$ cat config.mk
export PLATFORM = sky130hd
export DESIGN_NAME = ets_sample_readout
export DESIGN_NICKNAME = d
export VERILOG_FILES = /design/src/ets_pkg.sv /design/src/ets_edge_sync.sv /design/src/ets_sample_readout.sv
export VERILOG_INCLUDE_DIRS = /design/src /design/src/src
export SDC_FILE = /design/constraint.sdc
export NUM_CORES = 1
export LEC_CHECK = 0
export BUFFER_PORTS_ARGS = -buffer_cell sky130_fd_sc_hd__buf_2
export CAP_MARGIN = 40
export CORE_MARGIN = 1.5
export CORE_UTILIZATION = 55
export CTS_CLUSTER_SIZE = 28
export DETAILED_ROUTE_END_ITERATION = 16
export PLACE_DENSITY = 0.77
export SETUP_SLACK_MARGIN = 0.4
export SLEW_MARGIN = 20
export SYNTH_ARGS = -nofsm -noshare
export SYNTH_HDL_FRONTEND = slang
export SYNTH_SLANG_ARGS = --single-unit
export TNS_END_PERCENT = 30
$ cat constraint.sdc
create_clock -name CLK_SYS_I -period 5.5 [get_ports CLK_SYS_I]
set_input_delay 0.275 -clock CLK_SYS_I [delete_from_list [all_inputs] [get_ports CLK_SYS_I]]
set_output_delay 0.275 -clock CLK_SYS_I [all_outputs]
set_load 0.05 [all_outputs]
$ cat src/ets_regs.svh
`ifndef ETS_REGS_SVH
`define ETS_REGS_SVH

// ----------------------------------------------------------------------
// Register offsets (byte addresses).
// ----------------------------------------------------------------------
`define ETS_OFF_S5_SEC   16'h0588
`define ETS_OFF_S5_PHASE 16'h058C
`define ETS_OFF_S6_NANOS 16'h0590
`define ETS_OFF_S6_SEC   16'h0594
`define ETS_OFF_S6_PHASE 16'h0598
`define ETS_OFF_S7_NANOS 16'h059C
`define ETS_OFF_CTRL     16'h0600
`define ETS_OFF_STATUS   16'h0604

// ----------------------------------------------------------------------
// Field positions and reset values.
// ----------------------------------------------------------------------
`define ETS_POS_POLARITY 30
`define ETS_POS_UNIT_IDX 8
`define ETS_POS_CAP_EN   0
`define ETS_RST_SAMPLE   32'h0000_0000
`define ETS_RST_CAP_EN   1'b1
`define ETS_RST_UNIT_IDX 1'b0

// ----------------------------------------------------------------------
// Timing: reference period and slot width in ns.
// ----------------------------------------------------------------------
`define ETS_REF_PERIOD_NS 40
`define ETS_SLOT_NS       8
`define ETS_SLOTS_PER_REF (`ETS_REF_PERIOD_NS / `ETS_SLOT_NS)

`endif

$ cat src/ets_pkg.sv
package ets_pkg;

   // ----------------------------------------------------------------------
   // Sample fields.
   // ----------------------------------------------------------------------
   typedef logic [29:0] ets_nanos_t;
   typedef logic [31:0] ets_secs_t;
   typedef logic [2:0]  ets_phase_t;

   // One captured event time, loaded as a whole.
   typedef struct packed {
      logic       rising;
      ets_nanos_t nanos;
      ets_secs_t  secs;
      ets_phase_t phase;
   } ets_sample_t;

   // AXI response codes.
   typedef enum logic [1:0] {
      ETS_RESP_OKAY   = 2'b00,
      ETS_RESP_SLVERR = 2'b10
   } ets_resp_t;

   // Maps the slot number 0..4 inside the reference period to its phase code.
   function automatic ets_phase_t ets_slot_code(input logic [2:0] slot);
      ets_phase_t code;
      code = 3'h0;
      unique case (slot)
         3'h0: code = 3'h0;
         3'h1: code = 3'h1;
         3'h2: code = 3'h2; // Printed 16 ns code collides with reserved.
         3'h3: code = 3'h3;
         3'h4: code = 3'h4;
         default: code = 3'h0;
      endcase
      return code;
   endfunction : ets_slot_code

endpackage : ets_pkg

$ cat src/ets_edge_sync.sv
module ets_edge_sync (
   // Clock and reset.
   input  wire logic clk_i,
   input  wire logic rst_n_i,
   // Asynchronous event pin.
   input  wire logic pin_i,
   // Qualified transition.
   output logic      pulse_o,
   output logic      rising_o
);

   logic s1_reg;
   logic s2_reg;
   logic s3_reg;
   logic stable_reg;

   // Three-stage synchroniser; only the second stage reads the first.
   always_ff @(posedge clk_i or negedge rst_n_i) begin
      if (!rst_n_i) begin
         s1_reg <= 1'b0;
         s2_reg <= 1'b0;
         s3_reg <= 1'b0;
      end else begin
         s1_reg <= pin_i;
         s2_reg <= s1_reg;
         s3_reg <= s2_reg;
      end
   end

   // A change counts once stages two and three agree, filtering one-cycle glitches.
   always_ff @(posedge clk_i or negedge rst_n_i) begin
      if (!rst_n_i) begin
         stable_reg <= 1'b0;
         pulse_o    <= 1'b0;
         rising_o   <= 1'b0;
      end else begin
         pulse_o <= 1'b0;
         if (s2_reg == s3_reg && s3_reg != stable_reg) begin
            stable_reg <= s3_reg;
            pulse_o    <= 1'b1;
            rising_o   <= s3_reg;
         end
      end
   end

endmodule : ets_edge_sync

$ cat src/ets_sample_readout.sv
// Contract
// - Unit index bit 8 selects presented bank.
// - Nanoseconds bit 30 gives capture polarity.
// - Nanoseconds bits 29:0 hold captured nanoseconds.
// - Seconds registers are 32-bit read-only, reset zero.
// - Phase bits 2:0 encode the sub-8ns slot.
// - Five 8 ns slots per 40 ns period.
// - Read-only fields reset zero; reserved bits zero.
`include "ets_regs.svh"

module ets_sample_readout
   import ets_pkg::*;
#(
   parameter int UNITS  = 2,
   parameter int ADDR_W = 16
) (
   // Clock and reset.
   input  wire logic              CLK_SYS_I,
   input  wire logic              RESETN_I,
   // Event pins, one per timestamp unit.
   input  wire logic [UNITS-1:0]  EVENT_I,
   // Running time from the local clock, same domain.
   input  wire logic [29:0]       TIME_NS_I,
   input  wire logic [31:0]       TIME_SEC_I,
   input  wire logic [2:0]        TIME_SLOT_I,
   // AXI4-Lite write address and data.
   input  wire logic [ADDR_W-1:0] S_AXI_AWADDR_I,
   input  wire logic              S_AXI_AWVALID_I,
   output logic                   S_AXI_AWREADY_O,
   input  wire logic [31:0]       S_AXI_WDATA_I,
   input  wire logic [3:0]        S_AXI_WSTRB_I,
   input  wire logic              S_AXI_WVALID_I,
   output logic                   S_AXI_WREADY_O,
   // AXI4-Lite write response.
   output logic [1:0]             S_AXI_BRESP_O,
   output logic                   S_AXI_BVALID_O,
   input  wire logic              S_AXI_BREADY_I,
   // AXI4-Lite read.
   input  wire logic [ADDR_W-1:0] S_AXI_ARADDR_I,
   input  wire logic              S_AXI_ARVALID_I,
   output logic                   S_AXI_ARREADY_O,
   output logic [31:0]            S_AXI_RDATA_O,
   output logic [1:0]             S_AXI_RRESP_O,
   output logic                   S_AXI_RVALID_O,
   input  wire logic              S_AXI_RREADY_I
);

   // ----------------------------------------------------------------------
   // Elaboration checks.
   // ----------------------------------------------------------------------
   // The index pointer is a single bit, so at most two units can be served.
   if (UNITS < 1 || UNITS > 2) begin : g_bad_units
      $error("UNITS must be 1 or 2");
   end
   if (ADDR_W < 12) begin : g_bad_addr
      $error("ADDR_W too narrow for the register map");
   end
   // The phase code table serves exactly five slots per reference period.
   if (`ETS_SLOTS_PER_REF != 5) begin : g_bad_slots
      $error("slot table expects five slots per period");
   end

   localparam int SLOTS = 3;

   // ----------------------------------------------------------------------
   // Declarations.
   // ----------------------------------------------------------------------
   ets_sample_t       samples_reg [UNITS][SLOTS];
   logic [1:0]        wr_ptr_reg  [UNITS];
   logic [UNITS-1:0]  evt_pulse;
   logic [UNITS-1:0]  evt_rising;
   logic              cap_en_reg;
   logic              unit_idx_reg;
   logic              sel_u;
   logic              aw_held_reg;
   logic              w_held_reg;
   logic [ADDR_W-1:0] aw_addr_reg;
   logic [31:0]       w_data_reg;
   logic [3:0]        w_strb_reg;
   logic [ADDR_W-1:0] rd_addr_reg;
   logic [31:0]       rd_next;
   logic              rd_hit;
   logic              wr_do;
   logic              wr_hit;
   ets_phase_t        slot_code;

   // Bank actually shown; a single-unit build always shows bank zero.
   assign sel_u     = (UNITS > 1) ? unit_idx_reg : 1'b0;
   assign slot_code = ets_slot_code(TIME_SLOT_I);

   // ----------------------------------------------------------------------
   // Event input qualification.
   // ----------------------------------------------------------------------
   for (genvar u = 0; u < UNITS; u++) begin : g_sync
      ets_edge_sync u_sync (
         .clk_i    (CLK_SYS_I),
         .rst_n_i  (RESETN_I),
         .pin_i    (EVENT_I[u]),
         .pulse_o  (evt_pulse[u]),
         .rising_o (evt_rising[u])
      );
   end

   // ----------------------------------------------------------------------
   // Capture storage.
   // ----------------------------------------------------------------------
   // While capture is enabled, each qualified transition fills the next of the three slots in turn.
   // The stamp lags the pin by the three synchroniser stages plus the agreement check
   // and the pulse register, a fixed offset that software may subtract.
   always_ff @(posedge CLK_SYS_I or negedge RESETN_I) begin
      if (!RESETN_I) begin
         for (int u = 0; u < UNITS; u++) begin
            wr_ptr_reg[u] <= 2'h0;
            for (int s = 0; s < SLOTS; s++) begin
               samples_reg[u][s] <= '0;
            end
         end
      end else begin
         for (int u = 0; u < UNITS; u++) begin
            if (cap_en_reg && evt_pulse[u]) begin
               samples_reg[u][wr_ptr_reg[u]] <= '{
                  rising: evt_rising[u],
                  nanos:  TIME_NS_I,
                  secs:   TIME_SEC_I,
                  phase:  slot_code
               };
               wr_ptr_reg[u] <= (wr_ptr_reg[u] == 2'h2) ? 2'h0 : wr_ptr_reg[u] + 2'h1;
            end
         end
      end
   end

   // ----------------------------------------------------------------------
   // Write channel.
   // ----------------------------------------------------------------------
   assign wr_do  = aw_held_reg && w_held_reg && !S_AXI_BVALID_O;
   assign wr_hit = (aw_addr_reg == `ETS_OFF_CTRL);

   // Address and data are taken in either order and held until both exist.
   always_ff @(posedge CLK_SYS_I or negedge RESETN_I) begin
      if (!RESETN_I) begin
         S_AXI_AWREADY_O <= 1'b1;
         aw_held_reg     <= 1'b0;
         aw_addr_reg     <= '0;
      end else begin
         if (S_AXI_AWVALID_I && S_AXI_AWREADY_O) begin
            S_AXI_AWREADY_O <= 1'b0;
            aw_held_reg     <= 1'b1;
            aw_addr_reg     <= S_AXI_AWADDR_I;
         end else if (wr_do) begin
            aw_held_reg <= 1'b0;
         end else if (S_AXI_BVALID_O && S_AXI_BREADY_I) begin
            S_AXI_AWREADY_O <= 1'b1;
         end
      end
   end

   always_ff @(posedge CLK_SYS_I or negedge RESETN_I) begin
      if (!RESETN_I) begin
         S_AXI_WREADY_O <= 1'b1;
         w_held_reg     <= 1'b0;
         w_data_reg     <= 32'h0000_0000;
         w_strb_reg     <= 4'h0;
      end else begin
         if (S_AXI_WVALID_I && S_AXI_WREADY_O) begin
            S_AXI_WREADY_O <= 1'b0;
            w_held_reg     <= 1'b1;
            w_data_reg     <= S_AXI_WDATA_I;
            w_strb_reg     <= S_AXI_WSTRB_I;
         end else if (wr_do) begin
            w_held_reg <= 1'b0;
         end else if (S_AXI_BVALID_O && S_AXI_BREADY_I) begin
            S_AXI_WREADY_O <= 1'b1;
         end
      end
   end

   // Response: writes to the sample registers are ignored but acknowledged.
   always_ff @(posedge CLK_SYS_I or negedge RESETN_I) begin
      if (!RESETN_I) begin
         S_AXI_BVALID_O <= 1'b0;
         S_AXI_BRESP_O  <= ETS_RESP_OKAY;
      end else begin
         if (wr_do) begin
            S_AXI_BVALID_O <= 1'b1;
            S_AXI_BRESP_O  <= (wr_hit || rd_map(aw_addr_reg)) ? ETS_RESP_OKAY
                                                               : ETS_RESP_SLVERR;
         end else if (S_AXI_BREADY_I) begin
            S_AXI_BVALID_O <= 1'b0;
         end
      end
   end

   // Control register, byte lanes honoured.
   always_ff @(posedge CLK_SYS_I or negedge RESETN_I) begin
      if (!RESETN_I) begin
         cap_en_reg   <= `ETS_RST_CAP_EN;
         unit_idx_reg <= `ETS_RST_UNIT_IDX;
      end else if (wr_do && wr_hit) begin
         if (w_strb_reg[0]) begin
            cap_en_reg <= w_data_reg[`ETS_POS_CAP_EN];
         end
         if (w_strb_reg[1]) begin
            unit_idx_reg <= w_data_reg[`ETS_POS_UNIT_IDX];
         end
      end
   end

   // ----------------------------------------------------------------------
   // Read channel.
   // ----------------------------------------------------------------------
   // True for every offset that answers OKAY.
   function automatic logic rd_map(input logic [ADDR_W-1:0] a);
      return a == `ETS_OFF_S5_SEC   || a == `ETS_OFF_S5_PHASE ||
             a == `ETS_OFF_S6_NANOS || a == `ETS_OFF_S6_SEC   ||
             a == `ETS_OFF_S6_PHASE || a == `ETS_OFF_S7_NANOS ||
             a == `ETS_OFF_CTRL     || a == `ETS_OFF_STATUS;
   endfunction : rd_map

   // Formats a nanoseconds word with bit 31 held at zero.
   function automatic logic [31:0] ns_word(input ets_sample_t s);
      return {1'b0, s.rising, s.nanos};
   endfunction : ns_word

   always_comb begin
      rd_next = 32'h0000_0000;
      rd_hit  = rd_map(S_AXI_ARADDR_I);
      unique case (S_AXI_ARADDR_I)
         `ETS_OFF_S5_SEC:   rd_next = samples_reg[sel_u][0].secs;
         `ETS_OFF_S5_PHASE: rd_next = {29'h0, samples_reg[sel_u][0].phase};
         `ETS_OFF_S6_NANOS: rd_next = ns_word(samples_reg[sel_u][1]);
         `ETS_OFF_S6_SEC:   rd_next = samples_reg[sel_u][1].secs;
         `ETS_OFF_S6_PHASE: rd_next = {29'h0, samples_reg[sel_u][1].phase};
         `ETS_OFF_S7_NANOS: rd_next = ns_word(samples_reg[sel_u][2]);
         `ETS_OFF_CTRL: begin
            rd_next[`ETS_POS_CAP_EN]   = cap_en_reg;
            rd_next[`ETS_POS_UNIT_IDX] = unit_idx_reg;
         end
         `ETS_OFF_STATUS: begin
            rd_next[1:0] = wr_ptr_reg[0];
            rd_next[5:4] = wr_ptr_reg[UNITS-1];
         end
         default: rd_next = 32'h0000_0000;
      endcase
   end

   // One read at a time; data is frozen in the register until taken.
   always_ff @(posedge CLK_SYS_I or negedge RESETN_I) begin
      if (!RESETN_I) begin
         S_AXI_ARREADY_O <= 1'b1;
         S_AXI_RVALID_O  <= 1'b0;
         S_AXI_RDATA_O   <= `ETS_RST_SAMPLE;
         S_AXI_RRESP_O   <= ETS_RESP_OKAY;
         rd_addr_reg     <= '0;
      end else begin
         if (S_AXI_ARVALID_I && S_AXI_ARREADY_O) begin
            S_AXI_ARREADY_O <= 1'b0;
            S_AXI_RVALID_O  <= 1'b1;
            S_AXI_RDATA_O   <= rd_next;
            S_AXI_RRESP_O   <= rd_hit ? ETS_RESP_OKAY : ETS_RESP_SLVERR;
            rd_addr_reg     <= S_AXI_ARADDR_I;
         end else if (S_AXI_RVALID_O && S_AXI_RREADY_I) begin
            S_AXI_ARREADY_O <= 1'b1;
            S_AXI_RVALID_O  <= 1'b0;
         end
      end
   end
endmodule : ets_sample_readout
==> impl_metrics.ini, run 1 <==
[sta]
fin_crit_sh_pct = 53.7
setup_viol = 0
fin_crit_ps = 2950
slew_violations = 0
finClkSkew_ps = 15.8
rsz0062_at_grt = no
relSlewSlack_pct = 45.2
worst_pin_slew_ps = 821
fin_setup_tns_ps = 0
hold_violations = 0
max_freq_mhz = 339

[floorplan]
die_x_um = 168
coreArea_um2 = 26900
start_util_pct = 55.7
die_area_um2 = 28200
io_pins = 183
rows = 60
die_height_um = 168

[clock_network]
tritoncts = done
clk_pin_slew_worst_paths_ps = 60
cts_buffer_depth = 3
clock-sinks = 341
clock_latency_ps = 520
htree_levels = 2
cts.repair.resized = 0
cts_hold_buf = 42
root_buffer = clkbuf_16
cts_made_buffers = 36
cts_setup_buffers = 0

[global_routing]
first_global_vias = 10700
grt_max_degree = 122
grt-ovfl-total = 0
grt_usage_pct = 25.4
antenna_found_initial = 2
grt_pass1_wl_um = 56300

[drt]
viasPerCell = 5.74
drc_errors = 0
finalWirelength_um = 34700
antenna_left = 0
vias = 10300
first_iter_violations = 530
first_pass_iters = 5
wire_per_inst_um = 19.3

[logic_synthesis]
synth.area.top_cells = dfrtp_1 56%, mux2_2 18%, mux2i_1 6.9%
async_reset_ff_share_pct = 100
synth_warnings = 0
synth.top_cells.by_count = 337 x dfrtp_1, 267 x nand2_1, 236 x mux2_2
yosys.area.top_type_share_pct = 56.3
yosysTopAreaCell = dfrtp_1
synth_ff_type = dfrtp_1
synth_area_per_cell_um2 = 12.1
syn_area_um2 = 15000
synth_edf_count = 0
synth_cell_types = 55
ys_ff_latch = 341
synth_cells = 1243
synth.yosys.seq_area_share_pct = 57.0
synth.most_common_cell = dfrtp_1

[cells_and_area]
drive_gt1_share_pct = 33.0
largest_register_ffs = 264
postLayoutCoreUtil_pct = 66.1
areaGrowthSynthToFinish_pct = 18.5
nets = 1570
register_area_um2 = 8540
finish.instance_area_um2 = 17800
fillCellCount = 2001
multiInputGateArea_um2 = 6160

[worst_setup_path]
worstPathRequired_ps = 5860
start_kind = flop
critPathCaptureType = flop
rr_endpoint = S_AXI_RDATA_O[1]
max_stage_delay_ps = 850
r2r_start = sel_u
r2r_cells = 5
path_max_fanout = 43
crit_chain = buf_4 -> mux2i_1 -> o32ai_1 -> a2111oi_0 -> o21ai_0
crit_arrival_ps = 3310
critPathTopFamily = compound AO/OA/AOI/OAI gates
r2r_slack_ps = 2550
crit_slowest_cell = dfrtp_4
crit_buf_inv = 1
critPathKind = reg -> reg

[status]
status = completed

[pwr]
max-vdd-ir-drop_uv = 277
p_leak_nw = 7.66
powerDensity_nw_per_um2 = 322

[run]
timing.max_cap.violations = 0

[worst_hold_path]
hp-class = in -> reg
min_from = TIME_SEC_I[13]
hold_path_depth = 3
hold_end = samples_reg[148]

[placement]
portBuffers = 148
place_congestion = 0.895
place_area_um2 = 16100
hpwl_um = 21400
==> placed cells by master (no fill, tap or decap), types with 12 or more instances in the layout <==
cell	n
o21ai_1	21
buf_4	19
nand2_1	266
o21ai_0	23
mux2_2	236
buf_2	147
clkbuf_16	37
dlygate4sd3_1	42
a211oi_1	25
clkbuf_1	12
nor2_1	41
mux2i_1	103
o22ai_1	28
dfrtp_1	336
==> worst min-delay path, stage by stage <==
cell     delay, ps
buf_2          120
nand2_1         50
nand2_1         50
==> worst max path at each step <==
stage	startpoint	end	cells past startpoint
2_1_floorplan	sel_u	S_AXI_RDATA_O[30]	7
3_3_place_gp	sel_u	S_AXI_RDATA_O[1]	5
3_5_place_dp	sel_u	S_AXI_RDATA_O[1]	5
4_1_cts	sel_u	S_AXI_RDATA_O[1]	5
5_1_grt	sel_u	S_AXI_RDATA_O[1]	5
6_report	sel_u	S_AXI_RDATA_O[1]	5
==> power breakdown <==
group	internal, mW	total (mW)	leakage [nW]	switching [mW]
Combinational	0.245	0.535	3.23	0.289
Clock	1.42	2.38	0.578	0.958
Sequential	2.70	2.80	3.85	0.107
Total	4.36	5.72	7.66	1.35
==> through the flow <==
stage	worst slack [ps]	std cells	power [mW]	hold slack, ps
finish	2550	1798	5.72	17.9
global route	2420	1797	5.94	13.2
CTS	2560	1796	5.77	3.15
detailed placement	2560	1688	3.36	336
global placement	2620	1684	3.33	337
floorplan	3640	1244	3.15	-20.6
==> metal layers <==
| metal | GRT usage, % | up-vias | share of wire [%] |
|---|---|---|---|
| met4 | 7.79 | 2 | 2.4 |
| met3 | 3.41 | 62 | 4.0 |
| li1 | - | 4736 | - |
| met1 | 33.2 | 5278 | 43 |
| met2 | 44.1 | 235 | 50 |
| met5 | 0 | - | 0.032 |
==> layout make-up <==
cell class                 instances  share of cell area (%)
timing repair buffer             215                    8.13
clock buffer                      55                    5.93
clock inverter                    11                   0.634
inverter                           5                   0.106
tap                              341                    2.40
antenna                            1                  0.0141
multi-input combinational        829                    34.7
sequential                       341                    48.1
==> logic make-up after synthesis <==
logic type / after synthesis / synth area share [%]
AND/OR/NAND/NOR: 361 / 10.5
multiplexers: 342 / 25.1
flip-flops: 341 / 57.0
AO/OA/AOI/OAI: 121 / 5.23
buffers and inverters: 74 / 2.01
adder cells (fa/ha/maj): 2 / 0.134
other: 1 / 0.0250
XOR/XNOR: 1 / 0.0585
(Power assumes the default switching activity.)
==> inputs of run 2 (changes only) <==
--- a/config.mk
+++ b/config.mk
@@ -9,10 +9,10 @@
 export BUFFER_PORTS_ARGS = -buffer_cell sky130_fd_sc_hd__buf_2
 export CAP_MARGIN = 40
 export CORE_MARGIN = 1.5
-export CORE_UTILIZATION = 55
+export CORE_UTILIZATION = 53
 export CTS_CLUSTER_SIZE = 28
 export DETAILED_ROUTE_END_ITERATION = 16
-export PLACE_DENSITY = 0.77
+export PLACE_DENSITY = 0.78
 export SETUP_SLACK_MARGIN = 0.4
 export SLEW_MARGIN = 20
 export SYNTH_ARGS = -nofsm -noshare
==> constraint.sdc (replaced) <==
create_clock -name CLK_SYS_I -period 2.7 [get_ports CLK_SYS_I]
set_input_delay 0.135 -clock CLK_SYS_I [delete_from_list [all_inputs] [get_ports CLK_SYS_I]]
set_output_delay 0.135 -clock CLK_SYS_I [all_outputs]
set_load 0.05 [all_outputs]
==> impl_metrics.ini, run 2 (synthesis gave the netlist of run 1 again) <==
[sta]
slew_violations = 0
fin_crit_ps = 2100
hold_violations = 0
relSlewSlack_pct = 45.6
max_freq_mhz = 477
finClkSkew_ps = 19.2
fin_setup_tns_ps = 0
setup_viol = 0
fin_crit_sh_pct = 77.7
rsz0062_at_grt = no
worst_pin_slew_ps = 815

[global_routing]
grt_max_degree = 103
grt_usage_pct = 26.0
first_global_vias = 11400
grt-ovfl-total = 0
antenna_found_initial = 2
grt_pass1_wl_um = 59300

[cells_and_area]
largest_register_ffs = 264
nets = 1634
areaGrowthSynthToFinish_pct = 23.7
fillCellCount = 2088
drive_gt1_share_pct = 32.7
final_common_cell = dfrtp_1
most-common-layout-cells = 336 x dfrtp_1, 264 x nand2_1, 236 x mux2_2

[drt]
viasPerCell = 5.62
finalWirelength_um = 36600
drc_errors = 0
first_pass_iters = 5
vias = 10700
first_iter_violations = 689
wire_per_inst_um = 19.3
antenna_left = 0

[floorplan]
die_height_um = 171
start_util_pct = 53.9
die_area_um2 = 29300
io_pins = 183
die_x_um = 171
coreArea_um2 = 27800
rows = 61

[worst_setup_path]
path_max_fanout = 17
worstPathRequired_ps = 3110
start_kind = flop
r2r_slack_ps = 600
crit_path_end = samples_reg[46]
critPathKind = reg -> reg
critPathCaptureType = flop
r2r_start = cap_en_reg
crit_arrival_ps = 2500
crit_slowest_cell = dfstp_2
crit_chain = nand2_1 -> nor2_1 -> nand2_2 -> buf_4 -> mux2_2
crit_start = cap_en_reg
max_stage_delay_ps = 620
rr_endpoint = samples_reg[46]
r2r_cells = 5

[worst_hold_path]
hp-class = in -> reg

[clock_network]
clock-sinks = 341
root_buffer = clkbuf_16
clock_latency_ps = 530
htree_levels = 2
cts.repair.resized = 0
tritoncts = done
cts_hold_buf = 98
clk_pin_slew_worst_paths_ps = 60
cts_buffer_depth = 3
cts_setup_buffers = 0
cts_made_buffers = 36

[placement]
portBuffers = 148
hpwl_um = 21700
place_congestion = 0.840

[pwr]
max-vdd-ir-drop_uv = 779
p_leak_nw = 7.99
p_total_mw = 11.9
powerDensity_nw_per_um2 = 642

[status]
status = completed

[run]
timing.max_cap.violations = 0
run 2: cell count changes in the layout (fill, tap and decap cells not counted), sizes merged:
cell,previous run,this run
clkbuf,55,53
clkinvlp,0,1
clkinv,7,8
dlygate4sd3,42,98
buf,173,181
run 2: metrics by stage:
| stage | hold WS (ps) | std cells | utilization [%] | area [µm²] | setup WS [ps] |
|---|---|---|---|---|---|
| 2_1_floorplan | -161 | 1244 | - | 15000 | 843 |
| 3_5_place_dp | 248 | 1734 | 58.8 | 16300 | 607 |
| 4_1_cts | 135 | 1898 | 66.7 | 18500 | 609 |
| 6_report | 162 | 1899 | 66.7 | 18500 | 603 |
| 5_1_grt | 190 | 1899 | 66.7 | 18500 | 492 |
| 3_3_place_gp | 240 | 1732 | 58.7 | 16300 | 663 |
run 2: area by class of cell:
type                       count  area (µm²)  share of cell area (%)
tap                          378         473                    2.55
clock inverter                13         125                   0.675
sequential                   341        8540                    46.1
antenna                        1        2.50                  0.0135
clock buffer                  53        1080                    5.81
inverter                       5        18.8                   0.101
timing repair buffer         279        2120                    11.5
multi-input combinational    829        6170                    33.3
run 2: worst min path at each step:
stage,from,endpoint,slack [ps],cells past startpoint
floorplan,RESETN_I,S_AXI_BRESP_O[1],-160,0
detailed placement,RESETN_I,samples_reg[107],250,1
CTS,S_AXI_ARADDR_I[12],S_AXI_RDATA_O[0],140,5
finish,S_AXI_ARADDR_I[11],S_AXI_RDATA_O[0],160,5
global route,S_AXI_ARADDR_I[11],S_AXI_RDATA_O[0],190,5
global placement,RESETN_I,samples_reg[305],240,1
run 2: layer usage:
metal | track usage (%) | wire length [µm] | up-vias
li1 | - | - | 4884
met1 | 33.1 | 15300 | 5432
met2 | 45.8 | 18500 | 295
met3 | 3.86 | 1880 | 62
met4 | 8.12 | 820 | 2
met5 | 0 | 12 | -
run 2: power breakdown:
part / leakage, nW / switching, mW / internal [mW]
Sequential: 3.85 / 0.223 / 5.49
Clock: 0.598 / 2.02 / 2.97
Combinational: 3.54 / 0.624 / 0.573
Total: 7.99 / 2.86 / 9.03
run 2: critical path, delay by kind of cell, from the launching register on:
| kind | cells | cell delay (ps) |
|---|---|---|
| buffers and inverters | 1 | 390 |
| multiplexers | 1 | 310 |
| AND/OR/NAND/NOR | 3 | 660 |
| flip-flops | 1 | 620 |
==> inputs of run 3 (changes only) <==
--- a/config.mk
+++ b/config.mk
@@ -6,13 +6,14 @@
 export SDC_FILE = /design/constraint.sdc
 export NUM_CORES = 1
 export LEC_CHECK = 0
+export ABC_AREA = 1
 export BUFFER_PORTS_ARGS = -buffer_cell sky130_fd_sc_hd__buf_2
 export CAP_MARGIN = 40
 export CORE_MARGIN = 1.5
-export CORE_UTILIZATION = 53
+export CORE_UTILIZATION = 55
 export CTS_CLUSTER_SIZE = 28
 export DETAILED_ROUTE_END_ITERATION = 16
-export PLACE_DENSITY = 0.78
+export PLACE_DENSITY = 0.77
 export SETUP_SLACK_MARGIN = 0.4
 export SLEW_MARGIN = 20
 export SYNTH_ARGS = -nofsm -noshare
==> constraint.sdc (replaced) <==
create_clock -name CLK_SYS_I -period 2 [get_ports CLK_SYS_I]
set_input_delay 0.1 -clock CLK_SYS_I [delete_from_list [all_inputs] [get_ports CLK_SYS_I]]
set_output_delay 0.1 -clock CLK_SYS_I [all_outputs]
set_load 0.05 [all_outputs]
==> impl_metrics.ini, run 3 <==
[status]
status = completed

[sta]
fin_crit_sh_pct = 82.7
max_freq_mhz = 605
relSlewSlack_pct = 65.5
hold_violations = 0
worst_pin_slew_ps = 516
worst_slack_ps = 346
slew_violations = 0
finClkSkew_ps = 18.5
rsz0062_at_grt = yes
fin_crit_ps = 1650
fin_setup_tns_ps = 0
setup_viol = 0

[logic_synthesis]
synth.most_common_cell = nand2_1
synth.top_cells.by_count = 691 x nand2_1, 337 x dfrtp_1, 253 x o21ai_0
async_reset_ff_share_pct = 100
syn_area_um2 = 15400
synth.area.top_cells = dfrtp_1 55%, nand2_1 17%, o21ai_0 8.2%
yosys.area.top_type_share_pct = 54.7
synth_ff_type = dfrtp_1
synth_cell_types = 33
synth.yosys.seq_area_share_pct = 55.3
synth_warnings = 0
synth_edf_count = 0
synth_area_per_cell_um2 = 8.29
synth_cells = 1861
ys_ff_latch = 341
yosysTopAreaCell = dfrtp_1

[cells_and_area]
fillCellCount = 2159
nets = 2228
diodes = 0
largest_register_ffs = 264
postLayoutCoreUtil_pct = 68.2
drive_gt1_share_pct = 14.9
areaGrowthSynthToFinish_pct = 22.4
most-common-layout-cells = 690 x nand2_1, 336 x dfrtp_1, 229 x o21ai_0
final_common_cell = nand2_1

[floorplan]
rows = 61
die_area_um2 = 29100
io_pins = 183
die_x_um = 170
start_util_pct = 55.7
coreArea_um2 = 27700
die_height_um = 170

[placement]
portBuffers = 148
hpwl_um = 25900
place_ws_ps = 229
place_congestion = 0.882

[clock_network]
tritoncts = done
clk_pin_slew_worst_paths_ps = 60
cts_buffer_depth = 3
clock_latency_ps = 520
root_buffer = clkbuf_16
htree_levels = 2
cts_made_buffers = 35
clock-sinks = 341

[worst_setup_path]
critPathCaptureType = flop
start_kind = flop
worstPathRequired_ps = 2410
critPathKind = reg -> reg
crit_arrival_ps = 2060
path_max_fanout = 5

[global_routing]
grt_usage_pct = 28.6
grt_max_degree = 83
grt-ovfl-total = 0
grt_pass1_wl_um = 65500
first_global_vias = 12800
antenna_found_initial = 0

[worst_hold_path]
hp-class = in -> reg

[pwr]
p_total_mw = 15.8
p_leak_nw = 9.81
max-vdd-ir-drop_uv = 911
powerDensity_nw_per_um2 = 835

[drt]
finalWirelength_um = 41800
drc_errors = 0
wire_per_inst_um = 16.8
first_iter_violations = 1571
first_pass_iters = 6
antenna_left = 0
vias = 13600
viasPerCell = 5.45

[run]
timing.max_cap.violations = 0
## run 3: changes by cell type in the layout (fill, tap and decap cells not counted), moves of 11 or more
cell / change
nand2_1: +426
mux2_2: -225
o21ai_0: +206
inv_1: +130
o21ai_1: +111
mux2i_1: -83
nand3_1: +74
o22ai_1: -28
a211oi_1: -25
a21oi_1: +15
nor2_1: +11
## run 3: area by class of cell
cell class                 instances  area, µm²  area share [%]
sequential                       341       8540            45.2
multi-input combinational       1270       5790            30.6
timing repair buffer             293       2360            12.5
clock buffer                      53       1100            5.80
inverter                         145        566            2.99
tap                              378        473            2.50
clock inverter                     7       60.1           0.318
## run 3: per-stage QoR
| stage | hold slack (ps) | cells | cell area [µm²] |
|---|---|---|---|
| 2_1_floorplan | -196 | 1862 | 15400 |
| 3_3_place_gp | 27.7 | 2324 | 16500 |
| 3_5_place_dp | 31.7 | 2324 | 16500 |
| 4_1_cts | 27.6 | 2481 | 18700 |
| 5_1_grt | 115 | 2487 | 18900 |
| 6_report | 26.9 | 2487 | 18900 |
## run 3: path summary, 6_finish.rpt
check,from,to,slack (ps),cells after the start
worst min register to register,g_sync[1].u_sync.s1_reg,g_sync[1].u_sync.s2_reg,350,0
max in group asynchronous,RESETN_I,S_AXI_AWREADY_O,1110,3
worst max-delay path,sel_u,S_AXI_RDATA_O[11],350,6
worst max register to register,sel_u,S_AXI_RDATA_O[11],350,6
min in group asynchronous,RESETN_I,samples_reg[282],80,2
worst min-delay path,S_AXI_WVALID_I,w_held_reg,30,3
## run 3: layer usage
metal	part of all wire, %	GRT usage, %	up-vias
li1	-	-	6369
met1	43	41.4	6430
met2	46	45.1	677
met3	8.0	3.63	85
met4	2.9	9.27	0
met5	0	0	-
## run 3: worst max-delay path, cell delays in order (launching register included)
cell and delay, ps:
dfrtp_4 490, buf_12 160, buf_4 160, mux2i_1 350, o21ai_0 160, o21ai_1 180, nand2_1 60
## run 3: kinds of logic after synthesis
kind of cell           share of synthesized area (%)
AOI/OAI and AO/OA                               12.3
buffers and inverters                           7.53
DFF                                             55.3
muxes                                           2.42
other                                         0.0243
and+or+nand+nor                                 22.3
## run 3: power by group
group          internal [mW]  total, mW  switching, mW  leakage [nW]
Combinational          0.600       1.77           1.17          5.93
Clock                   3.90       6.54           2.64         0.579
Sequential              7.26       7.47          0.209          3.29
Total                   11.8       15.8           4.02          9.81
## run 3: repair_timing
action	in CTS	in global routing
hold endpoints to repair	624	0
setup endpoints to repair	187	250
setup buffers	5	2
cloned	0	4
pin swaps	3	9
hold buffers	92	0
resized for setup	15	44
